$ cat config.mk
export PLATFORM = sky130hd
export DESIGN_NAME = bus_wait_and_standby_control
export DESIGN_NICKNAME = d
export VERILOG_FILES = /design/src/sysctl_pkg.sv /design/src/io_wait_timer.sv /design/src/bus_wait_and_standby_control.sv
export SDC_FILE = /design/constraint.sdc
export NUM_CORES = 1
export LEC_CHECK = 0
export BUFFER_PORTS_ARGS = -buffer_cell sky130_fd_sc_hd__buf_2
export CORE_UTILIZATION = 45
export DETAILED_ROUTE_END_ITERATION = 8
export PLACE_DENSITY = 0.72
export SLEW_MARGIN = 20
export SYNTH_ARGS = -nofsm -noshare
export SYNTH_HDL_FRONTEND = slang
export SYNTH_SLANG_ARGS = --single-unit
$ cat constraint.sdc
create_clock -name clk_in -period 3.6 [get_ports clk_in]
set_input_delay 0.54 -clock clk_in [delete_from_list [all_inputs] [get_ports clk_in]]
set_output_delay 0.54 -clock clk_in [all_outputs]
set_load 0.01 [all_outputs]
$ cat src/sysctl_pkg.sv
package sysctl_pkg;

	// ************************************************************
	// Address map
	// ************************************************************
	typedef logic [17:0] addr_t;
	localparam addr_t IO_BASE           = 18'h0_3f00;
	localparam addr_t ROM_BASE          = 18'h0_4000;
	localparam addr_t CPU_MODE_ADDR     = 18'h0_3f00;
	localparam addr_t MEM_BUS_CTRL_ADDR = 18'h0_3f01;
	localparam addr_t LS_SEL_ADDR       = 18'h0_3f4c;

	// ************************************************************
	// Register fields and reset values
	// ************************************************************
	localparam logic [7:0] MEM_BUS_CTRL_RST = 8'hcb;
	localparam int         IO_WAIT_MSB      = 7;
	localparam int         IO_WAIT_LSB      = 6;
	localparam int         VEC_BASE_BIT     = 5;
	localparam int         REQ_WE_BIT       = 2;
	localparam addr_t      VEC_BASE_CLR     = 18'h0_4000;
	localparam addr_t      VEC_BASE_SET     = 18'h0_0100;
	localparam logic       LS_SEL_RST       = 1'b0;
	localparam int         LS_SEL_BIT       = 0;
	localparam logic [3:0] CPU_MODE_HI_RST  = 4'h0;
	localparam int         CLK_DIV_MSB      = 6;
	localparam int         CLK_DIV_LSB      = 4;

	// Mode request codes in the low nibble of cpu_mode_control.
	localparam logic [3:0] MODE_CODE_NORMAL = 4'h0;
	localparam logic [3:0] MODE_CODE_IDLE   = 4'h1;
	localparam logic [3:0] MODE_CODE_SLOW   = 4'h3;
	localparam logic [3:0] MODE_CODE_HALT   = 4'h4;
	localparam logic [3:0] MODE_CODE_STOP   = 4'h8;

	// ************************************************************
	// Timing
	// ************************************************************
	localparam int                    STAB_CNT_W    = 15;
	localparam logic [STAB_CNT_W-1:0] STAB_WAIT_DEF = 15'h4000;
	typedef logic [1:0] wait_cnt_t;
	localparam wait_cnt_t NO_WAIT = 2'h0;

	// ************************************************************
	// Types and helpers
	// ************************************************************
	typedef enum logic [1:0] {TGT_RAM = 2'b00, TGT_IO = 2'b01, TGT_ROM = 2'b10} target_t;

	typedef enum logic [3:0] {
		ST_NORMAL    = 4'b0000,
		ST_IDLE      = 4'b0001,
		ST_SLOW      = 4'b0010,
		ST_HALT_NORM = 4'b0011,
		ST_HALT_SLOW = 4'b0100,
		ST_STOP_NORM = 4'b0101,
		ST_STOP_SLOW = 4'b0110,
		ST_WAIT_NORM = 4'b0111,
		ST_WAIT_SLOW = 4'b1000
	} mode_t;

	// Which of the three buses an address belongs to.
	function automatic target_t decode_target(input addr_t a);
		if (a >= ROM_BASE)
			return TGT_ROM;
		else if (a >= IO_BASE)
			return TGT_IO;
		return TGT_RAM;
	endfunction

	// True for the registers held inside this block.
	function automatic logic is_own_reg(input addr_t a);
		return (a == CPU_MODE_ADDR) || (a == MEM_BUS_CTRL_ADDR) || (a == LS_SEL_ADDR);
	endfunction

endpackage

$ cat src/io_wait_timer.sv
`timescale 1ns/100ps
module io_wait_timer (
	// Clock and reset.
	input  wire logic                  clk_in,
	input  wire logic                  rst_in,
	// Load and status.
	input  wire logic                  start_in,
	input  wire sysctl_pkg::wait_cnt_t count_in,
	output logic                       busy_out
);
	import sysctl_pkg::*;

	wait_cnt_t cnt_r;

	// Loads the wait count and runs it down to zero, one per clock.
	always_ff @(posedge clk_in or posedge rst_in)
	begin
		if (rst_in)
			cnt_r <= NO_WAIT;
		else if (start_in)
			cnt_r <= count_in;
		else if (cnt_r != NO_WAIT)
			cnt_r <= cnt_r - 2'h1;
	end

	// Busy while wait cycles remain.
	assign busy_out = (cnt_r != NO_WAIT);

endmodule // io_wait_timer

$ cat src/bus_wait_and_standby_control.sv
`timescale 1ns/100ps
module bus_wait_and_standby_control #(
	parameter logic [sysctl_pkg::STAB_CNT_W-1:0] STAB_WAIT_CYCLES = sysctl_pkg::STAB_WAIT_DEF
) (
	// Clock and reset.
	input  wire logic              clk_in,
	input  wire logic              rst_in,
	// Instruction fetch port.
	input  wire logic              fetch_req_in,
	input  wire sysctl_pkg::addr_t fetch_addr_in,
	output logic                   fetch_ack_out,
	output logic [7:0]             fetch_rdata_out,
	// Data access port.
	input  wire logic              data_req_in,
	input  wire logic              data_we_in,
	input  wire sysctl_pkg::addr_t data_addr_in,
	input  wire logic [7:0]        data_wdata_in,
	output logic                   data_ack_out,
	output logic [7:0]             data_rdata_out,
	// ROM bus.
	output sysctl_pkg::addr_t      rom_addr_out,
	output logic                   rom_rd_out,
	input  wire logic [7:0]        rom_rdata_in,
	// RAM bus.
	output sysctl_pkg::addr_t      ram_addr_out,
	output logic                   ram_rd_out,
	output logic                   ram_we_out,
	output logic [7:0]             ram_wdata_out,
	input  wire logic [7:0]        ram_rdata_in,
	// Peripheral bus.
	output logic [7:0]             io_addr_out,
	output logic                   io_rd_out,
	output logic                   io_we_out,
	output logic [7:0]             io_wdata_out,
	input  wire logic [7:0]        io_rdata_in,
	// Standby and clock control.
	input  wire logic              wake_irq_in,
	output logic                   high_freq_oscillator_en_out,
	output logic                   low_freq_oscillator_en_out,
	output logic                   low_clk_sel_out,
	output logic                   cpu_run_out,
	output logic                   stab_wait_out,
	output logic [2:0]             clk_div_sel_out,
	// Interrupt and pin control.
	output logic                   irq_flag_write_en_out,
	output sysctl_pkg::addr_t      vector_base_out,
	output logic                   shared_osc_pin_xtal_out
);
	import sysctl_pkg::*;

	// ************************************************************
	// Declarations
	// ************************************************************
	logic [7:0]            memory_bus_control_r;
	logic                  low_speed_osc_select_r;
	logic [3:0]            cpu_mode_hi_r;
	mode_t                 mode_r;
	logic [STAB_CNT_W-1:0] stab_cnt_r;
	logic                  fetch_act_r;
	logic                  fetch_ack_r;
	addr_t                 fetch_addr_r;
	logic [7:0]            fetch_rdata_r;
	logic                  data_act_r;
	logic                  data_ack_r;
	target_t               data_tgt_r;
	logic                  data_own_r;
	logic                  data_we_r;
	addr_t                 data_addr_r;
	logic [7:0]            data_wdata_r;
	logic [7:0]            data_rdata_r;
	target_t               take_tgt;
	wait_cnt_t             take_wait;
	logic                  rom_busy;
	logic                  fetch_take;
	logic                  data_take;
	logic                  tmr_busy;
	logic                  data_fin;
	logic                  own_wr;
	logic                  mode_wr;
	logic [3:0]            mode_req;
	logic [3:0]            mode_code;
	logic [7:0]            own_rdata;
	logic [7:0]            bus_rdata;

	// ************************************************************
	// Bus arbitration
	// ************************************************************
	// The ROM bus is the only shared one; fetch wins a same-cycle tie so
	// the pipeline keeps moving, and a data read of ROM simply waits.
	// parallel bus access
	assign take_tgt   = decode_target(data_addr_in);
	assign rom_busy   = fetch_act_r || (data_act_r && data_tgt_r == TGT_ROM);
	assign fetch_take = fetch_req_in && !fetch_act_r && !fetch_ack_r && !rom_busy;
	assign data_take  = data_req_in && !data_act_r && !data_ack_r
		&& !(take_tgt == TGT_ROM && (rom_busy || fetch_take));
	assign take_wait  = (take_tgt == TGT_IO) ?
		wait_cnt_t'(memory_bus_control_r[IO_WAIT_MSB:IO_WAIT_LSB]) : NO_WAIT;
	assign data_fin   = data_act_r && !tmr_busy;

	io_wait_timer u_wait (
		.clk_in   (clk_in),
		.rst_in   (rst_in),
		.start_in (data_take),
		.count_in (take_wait),
		.busy_out (tmr_busy)
	);

	// Fetch: address out for one cycle, data captured and acknowledged at the same edge.
	always_ff @(posedge clk_in or posedge rst_in)
	begin
		if (rst_in)
		begin
			fetch_act_r   <= 1'b0;
			fetch_ack_r   <= 1'b0;
			fetch_addr_r  <= '0;
			fetch_rdata_r <= 8'h00;
		end
		else
		begin
			fetch_ack_r <= fetch_act_r;
			if (fetch_take)
			begin
				fetch_act_r  <= 1'b1;
				fetch_addr_r <= fetch_addr_in;
			end
			else if (fetch_act_r)
			begin
				fetch_act_r   <= 1'b0;
				fetch_rdata_r <= rom_rdata_in;
			end
		end
	end

	// Data access: latched at take, held through the wait cycles.
	always_ff @(posedge clk_in or posedge rst_in)
	begin
		if (rst_in)
		begin
			data_act_r   <= 1'b0;
			data_ack_r   <= 1'b0;
			data_tgt_r   <= TGT_RAM;
			data_own_r   <= 1'b0;
			data_we_r    <= 1'b0;
			data_addr_r  <= '0;
			data_wdata_r <= 8'h00;
			data_rdata_r <= 8'h00;
		end
		else
		begin
			data_ack_r <= data_fin;
			if (data_take)
			begin
				data_act_r   <= 1'b1;
				data_tgt_r   <= take_tgt;
				data_own_r   <= is_own_reg(data_addr_in);
				data_we_r    <= data_we_in;
				data_addr_r  <= data_addr_in;
				data_wdata_r <= data_wdata_in;
			end
			else if (data_fin)
			begin
				data_act_r <= 1'b0;
				if (!data_we_r)
					data_rdata_r <= data_own_r ? own_rdata : bus_rdata;
			end
		end
	end

	// Read data source by target bus.
	always_comb
	begin
		case (data_tgt_r)
			TGT_ROM: bus_rdata = rom_rdata_in;
			TGT_IO:  bus_rdata = io_rdata_in;
			default: bus_rdata = ram_rdata_in;
		endcase
	end

	// Bus strobes follow the latched request; ROM ignores writes.
	assign rom_addr_out    = fetch_act_r ? fetch_addr_r : data_addr_r;
	assign rom_rd_out      = fetch_act_r || (data_act_r && data_tgt_r == TGT_ROM && !data_we_r);
	assign ram_addr_out    = data_addr_r;
	assign ram_rd_out      = data_act_r && data_tgt_r == TGT_RAM && !data_we_r;
	assign ram_we_out      = data_act_r && data_tgt_r == TGT_RAM && data_we_r;
	assign ram_wdata_out   = data_wdata_r;
	assign io_addr_out     = data_addr_r[7:0];
	assign io_rd_out       = data_act_r && data_tgt_r == TGT_IO && !data_own_r && !data_we_r;
	assign io_we_out       = data_act_r && data_tgt_r == TGT_IO && !data_own_r && data_we_r;
	assign io_wdata_out    = data_wdata_r;
	assign fetch_ack_out   = fetch_ack_r;
	assign fetch_rdata_out = fetch_rdata_r;
	assign data_ack_out    = data_ack_r;
	assign data_rdata_out  = data_rdata_r;

	// ************************************************************
	// Registers
	// ************************************************************
	// Writes land at the end of the access, after any wait cycles.
	assign own_wr   = data_fin && data_we_r && data_own_r;
	assign mode_wr  = own_wr && data_addr_r == CPU_MODE_ADDR;
	assign mode_req = data_wdata_r[3:0];

	// Register file; reserved bits of the bus control register store as written.
	always_ff @(posedge clk_in or posedge rst_in)
	begin
		if (rst_in)
		begin
			memory_bus_control_r   <= MEM_BUS_CTRL_RST;
			low_speed_osc_select_r <= LS_SEL_RST;
			cpu_mode_hi_r          <= CPU_MODE_HI_RST;
		end
		else if (own_wr)
		begin
			if (data_addr_r == MEM_BUS_CTRL_ADDR)
				memory_bus_control_r <= data_wdata_r;
			if (data_addr_r == LS_SEL_ADDR)
				low_speed_osc_select_r <= data_wdata_r[LS_SEL_BIT];
			if (data_addr_r == CPU_MODE_ADDR)
				cpu_mode_hi_r <= data_wdata_r[7:4];
		end
	end

	// Mode field reads back the mode the CPU is running in.
	always_comb
	begin
		case (mode_r)
			ST_IDLE: mode_code = MODE_CODE_IDLE;
			ST_SLOW: mode_code = MODE_CODE_SLOW;
			default: mode_code = MODE_CODE_NORMAL;
		endcase
	end

	// Own register read mux; upper bits of the pin select read as zero.
	always_comb
	begin
		case (data_addr_r)
			CPU_MODE_ADDR:     own_rdata = {cpu_mode_hi_r, mode_code};
			MEM_BUS_CTRL_ADDR: own_rdata = memory_bus_control_r;
			LS_SEL_ADDR:       own_rdata = {7'h00, low_speed_osc_select_r};
			default:           own_rdata = 8'h00;
		endcase
	end

	assign vector_base_out = memory_bus_control_r[VEC_BASE_BIT] ? VEC_BASE_SET : VEC_BASE_CLR;
	assign irq_flag_write_en_out = memory_bus_control_r[REQ_WE_BIT];
	assign shared_osc_pin_xtal_out = low_speed_osc_select_r;
	// Divider select is the stored upper field of the mode register, whatever the wait field.
	assign clk_div_sel_out = cpu_mode_hi_r[CLK_DIV_MSB-4:CLK_DIV_LSB-4];

	// ************************************************************
	// Mode controller
	// ************************************************************
	// Reset enters the stabilisation wait, so the CPU never runs on an
	// unsettled fast clock. The wait counts this block's clock, which is
	// assumed to keep running while the oscillators are stopped.
	always_ff @(posedge clk_in or posedge rst_in)
	begin
		if (rst_in)
		begin
			mode_r     <= ST_WAIT_NORM;
			stab_cnt_r <= STAB_WAIT_CYCLES;
		end
		else
		begin
			case (mode_r)
				ST_NORMAL:
					if (mode_wr)
					begin
						case (mode_req)
							MODE_CODE_SLOW: mode_r <= ST_SLOW;
							MODE_CODE_HALT: mode_r <= ST_HALT_NORM;
							MODE_CODE_STOP: mode_r <= ST_STOP_NORM;
							default:        mode_r <= ST_NORMAL;
						endcase
					end
				ST_SLOW:
					if (mode_wr)
					begin
						case (mode_req)
							MODE_CODE_IDLE: mode_r <= ST_IDLE;
							MODE_CODE_HALT: mode_r <= ST_HALT_SLOW;
							MODE_CODE_STOP: mode_r <= ST_STOP_SLOW;
							default:        mode_r <= ST_SLOW;
						endcase
					end
				ST_IDLE:
					if (mode_wr && mode_req == MODE_CODE_NORMAL)
						mode_r <= ST_NORMAL;
				ST_HALT_NORM:
					if (wake_irq_in)
						mode_r <= ST_NORMAL;
				ST_HALT_SLOW:
					if (wake_irq_in)
						mode_r <= ST_SLOW;
				ST_STOP_NORM:
					if (wake_irq_in)
					begin
						mode_r     <= ST_WAIT_NORM;
						stab_cnt_r <= STAB_WAIT_CYCLES;
					end
				ST_STOP_SLOW:
					if (wake_irq_in)
					begin
						mode_r     <= ST_WAIT_SLOW;
						stab_cnt_r <= STAB_WAIT_CYCLES;
					end
				ST_WAIT_NORM, ST_WAIT_SLOW:
					if (stab_cnt_r == '0)
						mode_r <= (mode_r == ST_WAIT_SLOW) ? ST_SLOW : ST_NORMAL;
					else
						stab_cnt_r <= stab_cnt_r - 15'h0001;
				default:
					mode_r <= ST_NORMAL;
			endcase
		end
	end

	// Oscillator and CPU clock gating decoded from the mode register and, for the slow oscillator, the low-speed select.
	// halt oscillator states
	assign high_freq_oscillator_en_out = (mode_r == ST_NORMAL) || (mode_r == ST_IDLE)
		|| (mode_r == ST_HALT_NORM) || (mode_r == ST_WAIT_NORM);
	assign low_clk_sel_out = (mode_r == ST_IDLE) || (mode_r == ST_SLOW)
		|| (mode_r == ST_HALT_SLOW) || (mode_r == ST_WAIT_SLOW);
	assign low_freq_oscillator_en_out = low_clk_sel_out || (low_speed_osc_select_r
		&& ((mode_r == ST_NORMAL) || (mode_r == ST_HALT_NORM) || (mode_r == ST_WAIT_NORM)));
	assign cpu_run_out   = (mode_r == ST_NORMAL) || (mode_r == ST_IDLE) || (mode_r == ST_SLOW);
	assign stab_wait_out = (mode_r == ST_WAIT_NORM) || (mode_r == ST_WAIT_SLOW);
endmodule // bus_wait_and_standby_control

; Word level (Yosys, flattened, before mapping)
; Index checks and enable logic that the tools add are counted.
[word_totals]
elab_cells = 153
out_inout_bits = 111
ff_bits = 102
input_bits = 74
[classes]
magnitude_cmp = 2
n_addsub = 2
n_reduce_logical = 64
muxes = 32
n_bitwise = 3
eq_ne = 32
[op_table]
columns = cell, n
row1 = $eq A18 B14 Y1 const B, 6
row2 = $mux W15, 3
row3 = $mux W4, 8
row4 = $pmux W4 S8, 1
row5 = $pmux W15 S2, 1
row6 = $pmux W8 S3, 1
row7 = $logic_and A1 B1 Y1, 22
row8 = $eq A4 B3 Y1 const B, 5
row9 = $ge A18 B14 Y1 const B, 1
row10 = $ge A18 B15 Y1 const B, 1
row11 = $mux W18, 1
row12 = $ne A2 B2 Y1 const B, 9
row13 = $pmux W3 S3, 2
row14 = $logic_or A1 B1 Y1, 16
row15 = $pmux W8 S2, 1
row16 = $logic_not A15 Y1, 1
row17 = $sub A15 B1 Y15 const B, 1
row18 = $mux W2, 7
row19 = $eq A4 B2 Y1 const B, 3
row20 = $logic_not A1 Y1, 9
row21 = $eq A4 B1 Y1 const B, 2
row22 = $eq A4 B4 Y1 const B, 2
row23 = $logic_not A4 Y1, 2
row24 = $mux W8, 1
row25 = other kinds (13), 29

; Longest topological paths before layout
; Gate-level depths: netlist (run 1).
[logic_depth]
depth_word = 11
ltp_mapped = 9
depth_no_buf = 7

; Hierarchy
; A second synthesis (run 1) with hierarchy kept.
[hier_totals]
hier_cells = 507
area_unflattened_um2 = 5492.8
[by_module_without_submodules]
columns = mod, area_each_um2, cells_per_inst, seq_area_each_um2, instances
row1 = bus_wait_and_standby_control, 5368.9, 493, 2513.7, 1
row2 = io_wait_timer, 123.9, 14, 50.0, 1

; Worst setup path before layout (run 1)
; OpenSTA, ideal clock, no wires.
[synth_timing]
path_type = reg-to-reg
startpoint = reg data_addr_r[17] (netlist: ram_addr_out[17])
endpoint = reg mode_r[3]
t_arrival_ps = 2355
path_buffers = 1
synth_period_minus_slack_ps = 2483
slack_ps = 1117
path_stages_with_launch = 7
setup_time_ps = 127
t_required_ps = 3473
path_cell_list = dfrtp_1 -> or4_1 -> or4_1 -> buf_4 -> nor4_4 -> o21a_2 -> mux2_1
[synth_via]
elab_chain_len = 5
word_cells_on_any_way = 7
cone_classes = eq/ne: 4 / reduce/logical: 3
[synth_lines]
columns = item, line
row1 = "start, declared", bus_wait_and_standby_control.sv:68  ; addr_t data_addr_r;
row2 = "start signal, assigned", bus_wait_and_standby_control.sv:157  ; data_addr_r <= data_addr_in;
row3 = $eq A18 B14 Y1 *, bus_wait_and_standby_control.sv:200  ; assign mode_wr = own_wr && data_addr_r == CPU_MODE_ADDR;
row4 = $logic_and A1 B1 Y1 *, bus_wait_and_standby_control.sv:200
row5 = $logic_and A1 B1 Y1, bus_wait_and_standby_control.sv:287  ; if (mode_wr && mode_req == MODE_CODE_NORMAL)
row6 = $ne A2 B2 Y1 (no line), -
row7 = $reduce_and A8 Y1 (no line) *, -
row8 = "end signal, assigned", bus_wait_and_standby_control.sv:309  ; mode_r <= (mode_r == ST_WAIT_SLOW) ? ST_SLOW : ST_NORMAL;
row9 = "end, declared", bus_wait_and_standby_control.sv:57  ; mode_t mode_r;
; Every way passes the cells marked *; elsewhere a longest branch is shown, timed or not.
; A chain may end at the register's enable or synchronous reset.

; Worst setup path in the final report (run 1)
[layout_timing]
startpoint = reg data_addr_r[17] (netlist: ram_addr_out[17])
endpoint = reg memory_bus_control_r[4]
[layout_via]
elab_chain_len = 2
[layout_lines]
columns = item, line
row1 = $eq A18 B14 Y1, bus_wait_and_standby_control.sv:214  ; if (data_addr_r == MEM_BUS_CTRL_ADDR)
row2 = $reduce_and A2 Y1 (no line), -
row3 = "end signal, assigned", bus_wait_and_standby_control.sv:215  ; memory_bus_control_r <= data_wdata_r;
row4 = "end, declared", bus_wait_and_standby_control.sv:54  ; logic [7:0] memory_bus_control_r;
; No other way between the ends.

==> flow_summary.yaml, run 1 <==
layout:
  nNetsFinal: 828
  fin_cells: 902
  drive_gt1_share_pct: 31.8
  areaGrowthSynthToFinish_pct: 18.8
synth:
  syn_area_per_cell_sq_um: 9.02
  synth_most_common_cell: "nand2_1"
  async_flop_share_pct: 100
  ys_ff_latch: 102
  synth_edf_count: 0
  yosysTopAreaCell: "dfrtp_1"
  yosys_warnings: 0
  synth.distinct_cells: 59
  ys_top_cells_by_area: "dfrtp_1, nand2_1, mux2_2"
  ys_seq_area_share_pct: 46.1
  synth_common_cells: "nand2_1, dfrtp_1, buf_4"
  syn_inst: 617
  synth_top_cell_area_share_pct: 41.8
  syn-cell-area_sq_um: 5560
  ys.flop_type: "dfrtp_1"
cts:
  cts_root_buf: "clkbuf_16"
  cts_sinks: 102
  cts_tree: "yes"
  path_clk_slew_ns: 0.07
  cts_made_buffers: 9
  clock_latency_ns: 0.35
  cts_setup_buffers: 0
  h-tree-depth: 3
  cts.path.max_buffers: 2
  hold_buffers: 0
  postCtsResizedCells: 0
worst_setup_path:
  r2r-start: "ram_addr_out[17]"
  crit_path_end: "memory_bus_control_r[4]"
  worst-setup-path-type: "flip-flop to flip-flop"
  ff2ff_path_depth: 4
  start_kind: "flip-flop"
  setup.worst_path.start: "ram_addr_out[17]"
  reg2reg_slack_ns: 0.68
  cp-end-kind: "flip-flop"
  r2r_end: "memory_bus_control_r[4]"
  cp.required_ns: 3.83
  cp_max_fo: 11
  arrival_ns: 3.15
sta:
  fmax_mhz: 343
  setup_tns_ns: 0
  min_period_ns: 2.92
  hold_viol: 0
  final-max-slew-violation-count: 0
  grt_setup_unrepaired: "no"
  finClkSkew_ns: 0.00485
  finalSetupViolations: 0
  period_share_pct: 81.0
  worst_pin_slew_ns: 0.854
  slew_headroom_pct: 42.5
die:
  num_rows: 40
  dieHeight_um: 113
  die_area_sq_um: 12800
  pin_count: 185
  die_x_um: 113
  coreArea_sq_um: 12000
  initial_core_util_pct: 46.3
grt:
  grt_util_all_layers_pct: 24.4
  grt_pass1_vias: 4807
  use_met3_pct: 4.71
  met2_usage_pct: 40.8
  overflow: 0
  antenna_found_initial: 1
  gr-max-usage-layer: "met2"
  grt_util_met1_pct: 31.4
  grt_max_degree: 66
  grt_pass1_wl_um: 24300
detailed_routing:
  wl_um: 14900
  vias_per_cell: 5.43
  drt_first_pass_iters: 5
  drc: 0
  routedWlPerCell_um: 16.6
  vias: 4898
  ant_nets: 0
  drt_iter0_markers: 287
run_status:
  status: "completed"
placed_design:
  io_buffers: 168
  dpl.hpwl_um: 11200
  dp.cells: 885
  globalplace.congestion: 0.866
pwr:
  p_leak_nw: 3.39
  ir_worst_vdd_mv: 0.395
  p_per_area_nw_per_um2: 831
job:
  cap_violations: 0
min_path:
  hp-class: "primary input to async pin"
layer usage:
metal / routed length (um) / vias up / part of all wire (%)
met5: 0 / - / 0
met4: 273 / 0 / 1.8
met3: 999 / 24 / 6.7
met2: 7230 / 187 / 48
met1: 6440 / 2340 / 43
li1: - / 2347 / -
kinds of logic after synthesis:
| group | after synthesis | share of synthesized area, % |
|---|---|---|
| mux | 41 | 8.30 |
| compound gates | 101 | 11.7 |
| xor+xnor | 3 | 0.472 |
| buf+inv | 87 | 8.57 |
| fa+ha+maj | 6 | 1.30 |
| other cells | 1 | 0.0674 |
| flops | 102 | 46.1 |
| simple gates | 276 | 23.5 |
how the worst min path moves through the flow:
| stage | slack [ns] | end | depth (start not counted) | startpoint |
|---|---|---|---|---|
| floorplan | 0.37 | fetch_ack_out | 0 | fetch_act_r |
| global placement | 0.45 | fetch_addr_r[11] | 2 | fetch_addr_r[11] |
| detailed placement | 0.46 | fetch_addr_r[2] | 2 | fetch_addr_r[2] |
| CTS | 0.37 | io_wdata_out[4] | 3 | data_wdata_in[4] |
| global route | 0.38 | fetch_addr_r[8] | 3 | fetch_addr_in[8] |
| finish | 0.34 | fetch_rdata_out[5] | 2 | rst_in |
layout by cell type (no fill, tap or decap), drive strengths merged, types with 3 or more instances in the layout:
cell type,count
a211oi,10
a21o,4
a21oi,19
a22oi,9
a31oi,8
and2,4
and3,3
and4,3
buf,176
clkbuf,11
clkinv,4
conb,16
dfrtp,93
dfstp,9
ha,5
inv,16
mux2,41
nand2,169
nand2b,5
nand3,4
nand3b,4
nand4,7
nand4b,3
nor2,30
nor2b,6
nor3,5
nor3b,3
nor4,9
nor4b,3
o211ai,5
o21ai,28
o31ai,4
o41ai,3
or3,9
or4,5
or4b,3
where the power goes:
| part | total (mW) | switching [mW] | internal [mW] |
|---|---|---|---|
| clock network | 1.00 | 0.425 | 0.577 |
| registers | 2.09 | 0.498 | 1.60 |
| logic | 2.40 | 1.36 | 1.04 |
| total | 5.50 | 2.28 | 3.21 |
stage by stage:
step | setup slack, ns | hold WS (ns) | utilization, % | instance area, sq um | power (mW)
2_1_floorplan | 0.399 | 0.373 | - | 5620 | 3.66
3_3_place_gp | 0.783 | 0.451 | 52.4 | 6300 | 4.41
3_5_place_dp | 0.680 | 0.460 | 52.4 | 6300 | 4.51
6_report | 0.684 | 0.345 | 55.0 | 6610 | 5.50
4_1_cts | 0.657 | 0.373 | 55.0 | 6610 | 5.52
5_1_grt | 0.532 | 0.385 | 55.0 | 6610 | 5.89
layout make-up:
class	instances	area [sq um]
Antenna cell	1	2.50
Clock buffer	11	253
Clock inverter	5	56.3
Fill cell	1095	5400
Inverter	17	67.6
Multi-Input combinational cell	443	2580
Sequential cell	102	2560
Tap cell	147	184
Timing Repair Buffer	176	901
worst max-delay path: stages, from the launching register on:
cell and delay (ns):
dfrtp_1 0.41, or4_1 0.56, or4_1 0.75, nor4_4 0.70, mux2_1 0.38
sequential cells by signal (all words and copies together) (netlist names):
| name | count |
|---|---|
| cpu_mode_hi_r | 4 |
| data_ack_out | 1 |
| data_act_r | 1 |
| data_own_r | 1 |
| data_rdata_out | 8 |
| data_tgt_r | 2 |
| data_we_r | 1 |
| fetch_ack_out | 1 |
| fetch_act_r | 1 |
| fetch_addr_r | 18 |
| fetch_rdata_out | 8 |
| io_wdata_out | 8 |
| memory_bus_control_r | 8 |
| mode_r | 4 |
| ram_addr_out | 18 |
| shared_osc_pin_xtal_out | 1 |
| stab_cnt_r | 15 |
| u_wait.cnt_r | 2 |
Power figures use the tool's default switching activity.
==> inputs of run 2 (changes only) <==
==> constraint.sdc (replaced) <==
create_clock -name clk_in -period 2.84 [get_ports clk_in]
set_input_delay 0.426 -clock clk_in [delete_from_list [all_inputs] [get_ports clk_in]]
set_output_delay 0.426 -clock clk_in [all_outputs]
set_load 0.01 [all_outputs]
==> run 2 against run 1 <==
  * Core utilization rose by 0.21 points
  * Sequential power rose by 28%
  * Critical path depth is 2 higher
  * Power increased by 27%
  * Wire length up 0.39%
  * Critical path type unchanged
==> flow_summary.yaml, run 2 (synthesized netlist as in run 1, its figures left out) <==
layout:
  final_cell_mix: "nand2_1, buf_2, dfrtp_1"
  final_common_cell: "nand2_1"
  final_core_util_pct: 55.2
  nNetsFinal: 831
  nFillCells: 1114
  antennaDiodeCount: 0
  fin_cells: 904
  drive_gt1_share_pct: 31.8
  areaGrowthSynthToFinish_pct: 19.3
worst_setup_path:
  cp_max_fo: 6
  cpMostUsedCell: "or4_1"
  r2r-start: "ram_addr_out[17]"
  slowest_delay_ns: 0.53
  worst-setup-path-type: "flip-flop to flip-flop"
  crit_family: "simple AND/OR/NAND/NOR gates"
  path_cells: "or4_1, or4_1, buf_4, nor4_4, o21a_2, mux2_1"
  ff2ff_path_depth: 6
  crit_slowest_cell: "or4_1"
  cp.required_ns: 3.06
  reg2reg_slack_ns: 0.23
  arrival_ns: 2.83
  start_kind: "flip-flop"
  cp-end-kind: "flip-flop"
  r2r_end: "mode_r[3]"
  critPathBufInv: 1
cts:
  cts_tree: "yes"
  clock_latency_ns: 0.35
  path_clk_slew_ns: 0.07
  cts_sinks: 102
  h-tree-depth: 3
  hold_buffers: 0
  postCtsResizedCells: 0
  cts_made_buffers: 9
  cts_setup_buffers: 0
  cts.path.max_buffers: 2
  cts_root_buf: "clkbuf_16"
placed_design:
  dp.cells: 888
  dpl.hpwl_um: 11100
  io_buffers: 168
  globalplace.congestion: 0.859
pwr:
  intPower_mw: 4.06
  ir_worst_vdd_mv: 0.552
  p_leak_nw: 3.39
  p_per_area_nw_per_um2: 1050
  p_comb_share_pct: 43.7
  switchingPower_mw: 2.92
  p_sw_share_pct: 41.8
  power.share.clock_pct: 18.1
  pwr-share-seq_pct: 38.2
die:
  initial_core_util_pct: 46.3
  coreArea_sq_um: 12000
  dieHeight_um: 113
  die_area_sq_um: 12800
  num_rows: 40
  die_x_um: 113
  pin_count: 185
job:
  cap_violations: 0
grt:
  antenna_found_initial: 0
  grt_util_all_layers_pct: 24.4
  grt_pass1_vias: 4779
  grt_max_degree: 103
  overflow: 0
  grt_pass1_wl_um: 24400
min_path:
  hp-class: "primary input to async pin"
detailed_routing:
  vias_per_cell: 5.43
  drt_first_pass_iters: 4
  drc: 0
  vias: 4908
  ant_nets: 0
  drt_iter0_markers: 313
  wl_um: 15000
  routedWlPerCell_um: 16.6
sta:
  period_share_pct: 91.9
  hold_viol: 0
  whs_ns: 0.204
  finClkSkew_ns: 0.00880
  min_period_ns: 2.61
  fmax_mhz: 383
  setup_tns_ns: 0
  grt_setup_unrepaired: "no"
  worst_pin_slew_ns: 0.763
  finalSetupViolations: 0
  slew_headroom_pct: 48.9
  final-max-slew-violation-count: 0
run_status:
  status: "completed"
==> run 2: cell types whose count changed in the layout (fill, tap and decap cells not counted), sizes merged <==
cell	change
clkinvlp	+2
buf	+3
inv	-1
clkbuf	+1
clkinv	-2
diode	-1
==> run 2: final cells by class <==
| class | count | area (sq um) | share of cell area [%] |
|---|---|---|---|
| multi-input combinational | 443 | 2580 | 38.9 |
| tap | 147 | 184 | 2.77 |
| inverter | 17 | 68.8 | 1.04 |
| sequential | 102 | 2560 | 38.6 |
| clock buffer | 12 | 246 | 3.71 |
| clock inverter | 4 | 53.8 | 0.811 |
| timing repair buffer | 179 | 936 | 14.1 |
==> run 2: how the worst max path moves through the flow <==
stage,to,cells past startpoint,start
2_1_floorplan,mode_r[3],6,ram_addr_out[17]
3_3_place_gp,mode_r[3],6,ram_addr_out[17]
3_5_place_dp,mode_r[3],6,ram_addr_out[17]
4_1_cts,mode_r[3],6,ram_addr_out[17]
5_1_grt,mode_r[3],6,ram_addr_out[17]
6_report,mode_r[3],6,ram_addr_out[17]
==> run 2: metrics by stage <==
step           worst slack, ns  total power [mW]  area (sq um)
6_report                 0.229              6.98          6640
5_1_grt                  0.139              7.49          6640
4_1_cts                  0.226              7.02          6640
3_5_place_dp             0.240              5.75          6330
3_3_place_gp             0.252              5.62          6330
2_1_floorplan            0.357              4.64          5620
==> run 2: metal layers <==
layer	wire length (um)	GRT usage, %	part of all wire [%]	vias up
met4	221	7.81	1.5	0
met5	0	0	0	-
met2	7390	40.8	49	174
met3	1010	5.25	6.7	16
li1	-	-	-	2349
met1	6380	31.5	43	2369
==> run 2: power by group through the flow <==
stage               clock network [mW]  logic (mW)  registers (mW)
floorplan                            0        2.11            2.53
global placement                     0        2.99            2.63
detailed placement                   0        3.07            2.68
CTS                               1.28        3.08            2.66
global route                      1.34        3.38            2.77
finish                            1.26        3.05            2.67
==> run 2: worst reg2reg max path, stage by stage, from the launching register on <==
cell     delay [ns]
dfrtp_1        0.40
or4_1          0.51
or4_1          0.53
buf_4          0.20
nor4_4         0.32
o21a_2         0.20
mux2_1         0.33
==> inputs of run 3 (changes only) <==
==> constraint.sdc (replaced) <==
create_clock -name clk_in -period 2.84 [get_ports clk_in]
set_input_delay 0.284 -clock clk_in [delete_from_list [all_inputs] [get_ports clk_in]]
set_output_delay 0.284 -clock clk_in [all_outputs]
set_load 0.01 [all_outputs]
==> run 3 against run 2 <==
  * Sequential power is essentially flat
  * Clock skew rose by 0.0011 ns
  * Clock power decreased by 9.5%
  * First-iteration DRC count shrank 15%
  * Count of clock-buffer cells in the layout did not move
  * Sequential cell count stayed put
  * Design area decreased by 0.45%
  * Sequential share of layout area up 0.18 points
  * Wire length decreased by 1.8%
  * Cell count rose by 0.11%
  * Critical path type unchanged
  * Largest cell class unchanged
  * Largest power group unchanged
  * Highest routed layer unchanged
==> flow_summary.yaml, run 3 (synthesized netlist as in run 1, its figures left out) <==
run_status:
  status: "completed"
sta:
  min_period_ns: 2.66
  worst_pin_slew_ns: 0.757
  hold_viol: 0
  grt_setup_unrepaired: "no"
  setup_slack_ns: 0.175
  finClkSkew_ns: 0.00986
  slew_headroom_pct: 49.3
  period_share_pct: 93.8
  finalSetupViolations: 0
  fmax_mhz: 375
  setup_tns_ns: 0
  final-max-slew-violation-count: 0
grt:
  antenna_found_initial: 0
  grt_pass1_vias: 4572
  grt_util_all_layers_pct: 23.9
  overflow: 0
  grt_pass1_wl_um: 23700
  grt_max_degree: 51
detailed_routing:
  wl_um: 14700
  vias: 4845
  ant_nets: 0
  drt_iter0_markers: 265
  drt_first_pass_iters: 4
  vias_per_cell: 5.35
  drc: 0
  routedWlPerCell_um: 16.3
layout:
  fin_cells: 905
  final_common_cell: "nand2_1"
  antennaDiodeCount: 0
  nNetsFinal: 832
  nFillCells: 1130
  final_cell_mix: "nand2_1, buf_2, dfrtp_1"
  areaGrowthSynthToFinish_pct: 18.7
  final_area_sq_um: 6610
  drive_gt1_share_pct: 31.8
die:
  die_x_um: 113
  initial_core_util_pct: 46.3
  pin_count: 185
  coreArea_sq_um: 12000
  die_area_sq_um: 12800
  num_rows: 40
  dieHeight_um: 113
placed_design:
  dpl.hpwl_um: 11000
  io_buffers: 168
  dp.cells: 889
  globalplace.congestion: 0.849
  pre_cts_ws_ns: 0.175
  placed_cell_area_sq_um: 6340
cts:
  cts_root_buf: "clkbuf_16"
  cts_tree: "yes"
  clock_latency_ns: 0.35
  postCtsResizedCells: 0
  cts_made_buffers: 9
  path_clk_slew_ns: 0.07
  cts_setup_buffers: 0
  cts_sinks: 102
  cts.path.max_buffers: 2
  h-tree-depth: 3
  hold_buffers: 0
pwr:
  p_leak_nw: 3.38
  ir_worst_vdd_mv: 0.549
  p_total_mw: 6.82
  p_per_area_nw_per_um2: 1030
worst_setup_path:
  cp_max_fo: 6
  start_kind: "flip-flop"
  cp-end-kind: "flip-flop"
  r2r_end: "mode_r[3]"
  ff2ff_path_depth: 6
  worst-setup-path-type: "flip-flop to flip-flop"
  arrival_ns: 2.89
  r2r-start: "ram_addr_out[17]"
  reg2reg_slack_ns: 0.18
  cp.required_ns: 3.06
job:
  cap_violations: 0
min_path:
  hp-class: "primary input to async pin"
-- run 3: changes by cell type in the layout (fill, tap and decap cells not counted), sizes merged --
cell,before,now
buf,179,180
bufinv,1,0
clkinv,2,5
clkinvlp,3,2
inv,15,14
-- run 3: area by class of cell --
class / count / area [sq um] / share of cell area, %
clock buffer: 12 / 236 / 3.58
clock inverter: 4 / 26.3 / 0.398
inverter: 17 / 68.8 / 1.04
multi-input combinational: 443 / 2580 / 39.1
sequential: 102 / 2560 / 38.8
tap: 147 / 184 / 2.78
timing repair buffer: 180 / 943 / 14.3
-- run 3: report_power, final --
group	internal [mW]	switching, mW	leakage, nW	total (mW)
Combinational	1.33	1.71	1.99	3.03
Clock	0.595	0.544	0.127	1.14
Sequential	2.02	0.628	1.27	2.65
Total	3.94	2.88	3.38	6.82
-- run 3: worst max-delay path: stages (launching register included) --
cell     delay (ns)
dfrtp_1        0.40
or4_1          0.53
or4_1          0.54
buf_4          0.20
nor4_4         0.33
o21a_2         0.21
mux2_1         0.34
-- run 3: worst max path at each step --
stage | startpoint | endpoint | depth (start not counted)
global route | ram_addr_out[17] | mode_r[3] | 6
global placement | ram_addr_out[17] | mode_r[3] | 6
detailed placement | ram_addr_out[17] | mode_r[3] | 6
finish | ram_addr_out[17] | mode_r[3] | 6
CTS | ram_addr_out[17] | mode_r[3] | 6
floorplan | ram_addr_out[17] | mode_r[3] | 6
-- run 3: metrics by stage --
stage	utilization, %	hold slack, ns
after floorplan	-	0.373
after global placement	52.8	0.415
after detailed placement	52.8	0.432
after CTS	55.0	0.0530
after global routing	55.0	0.0835
final	55.0	0.0365
-- run 3: layer usage --
| layer | share of wire (%) | global-route usage, % |
|---|---|---|
| met4 | 1.3 | 6.67 |
| met2 | 49 | 40.2 |
| met3 | 7.5 | 5.95 |
| met5 | 0 | 0 |
| met1 | 43 | 30.7 |
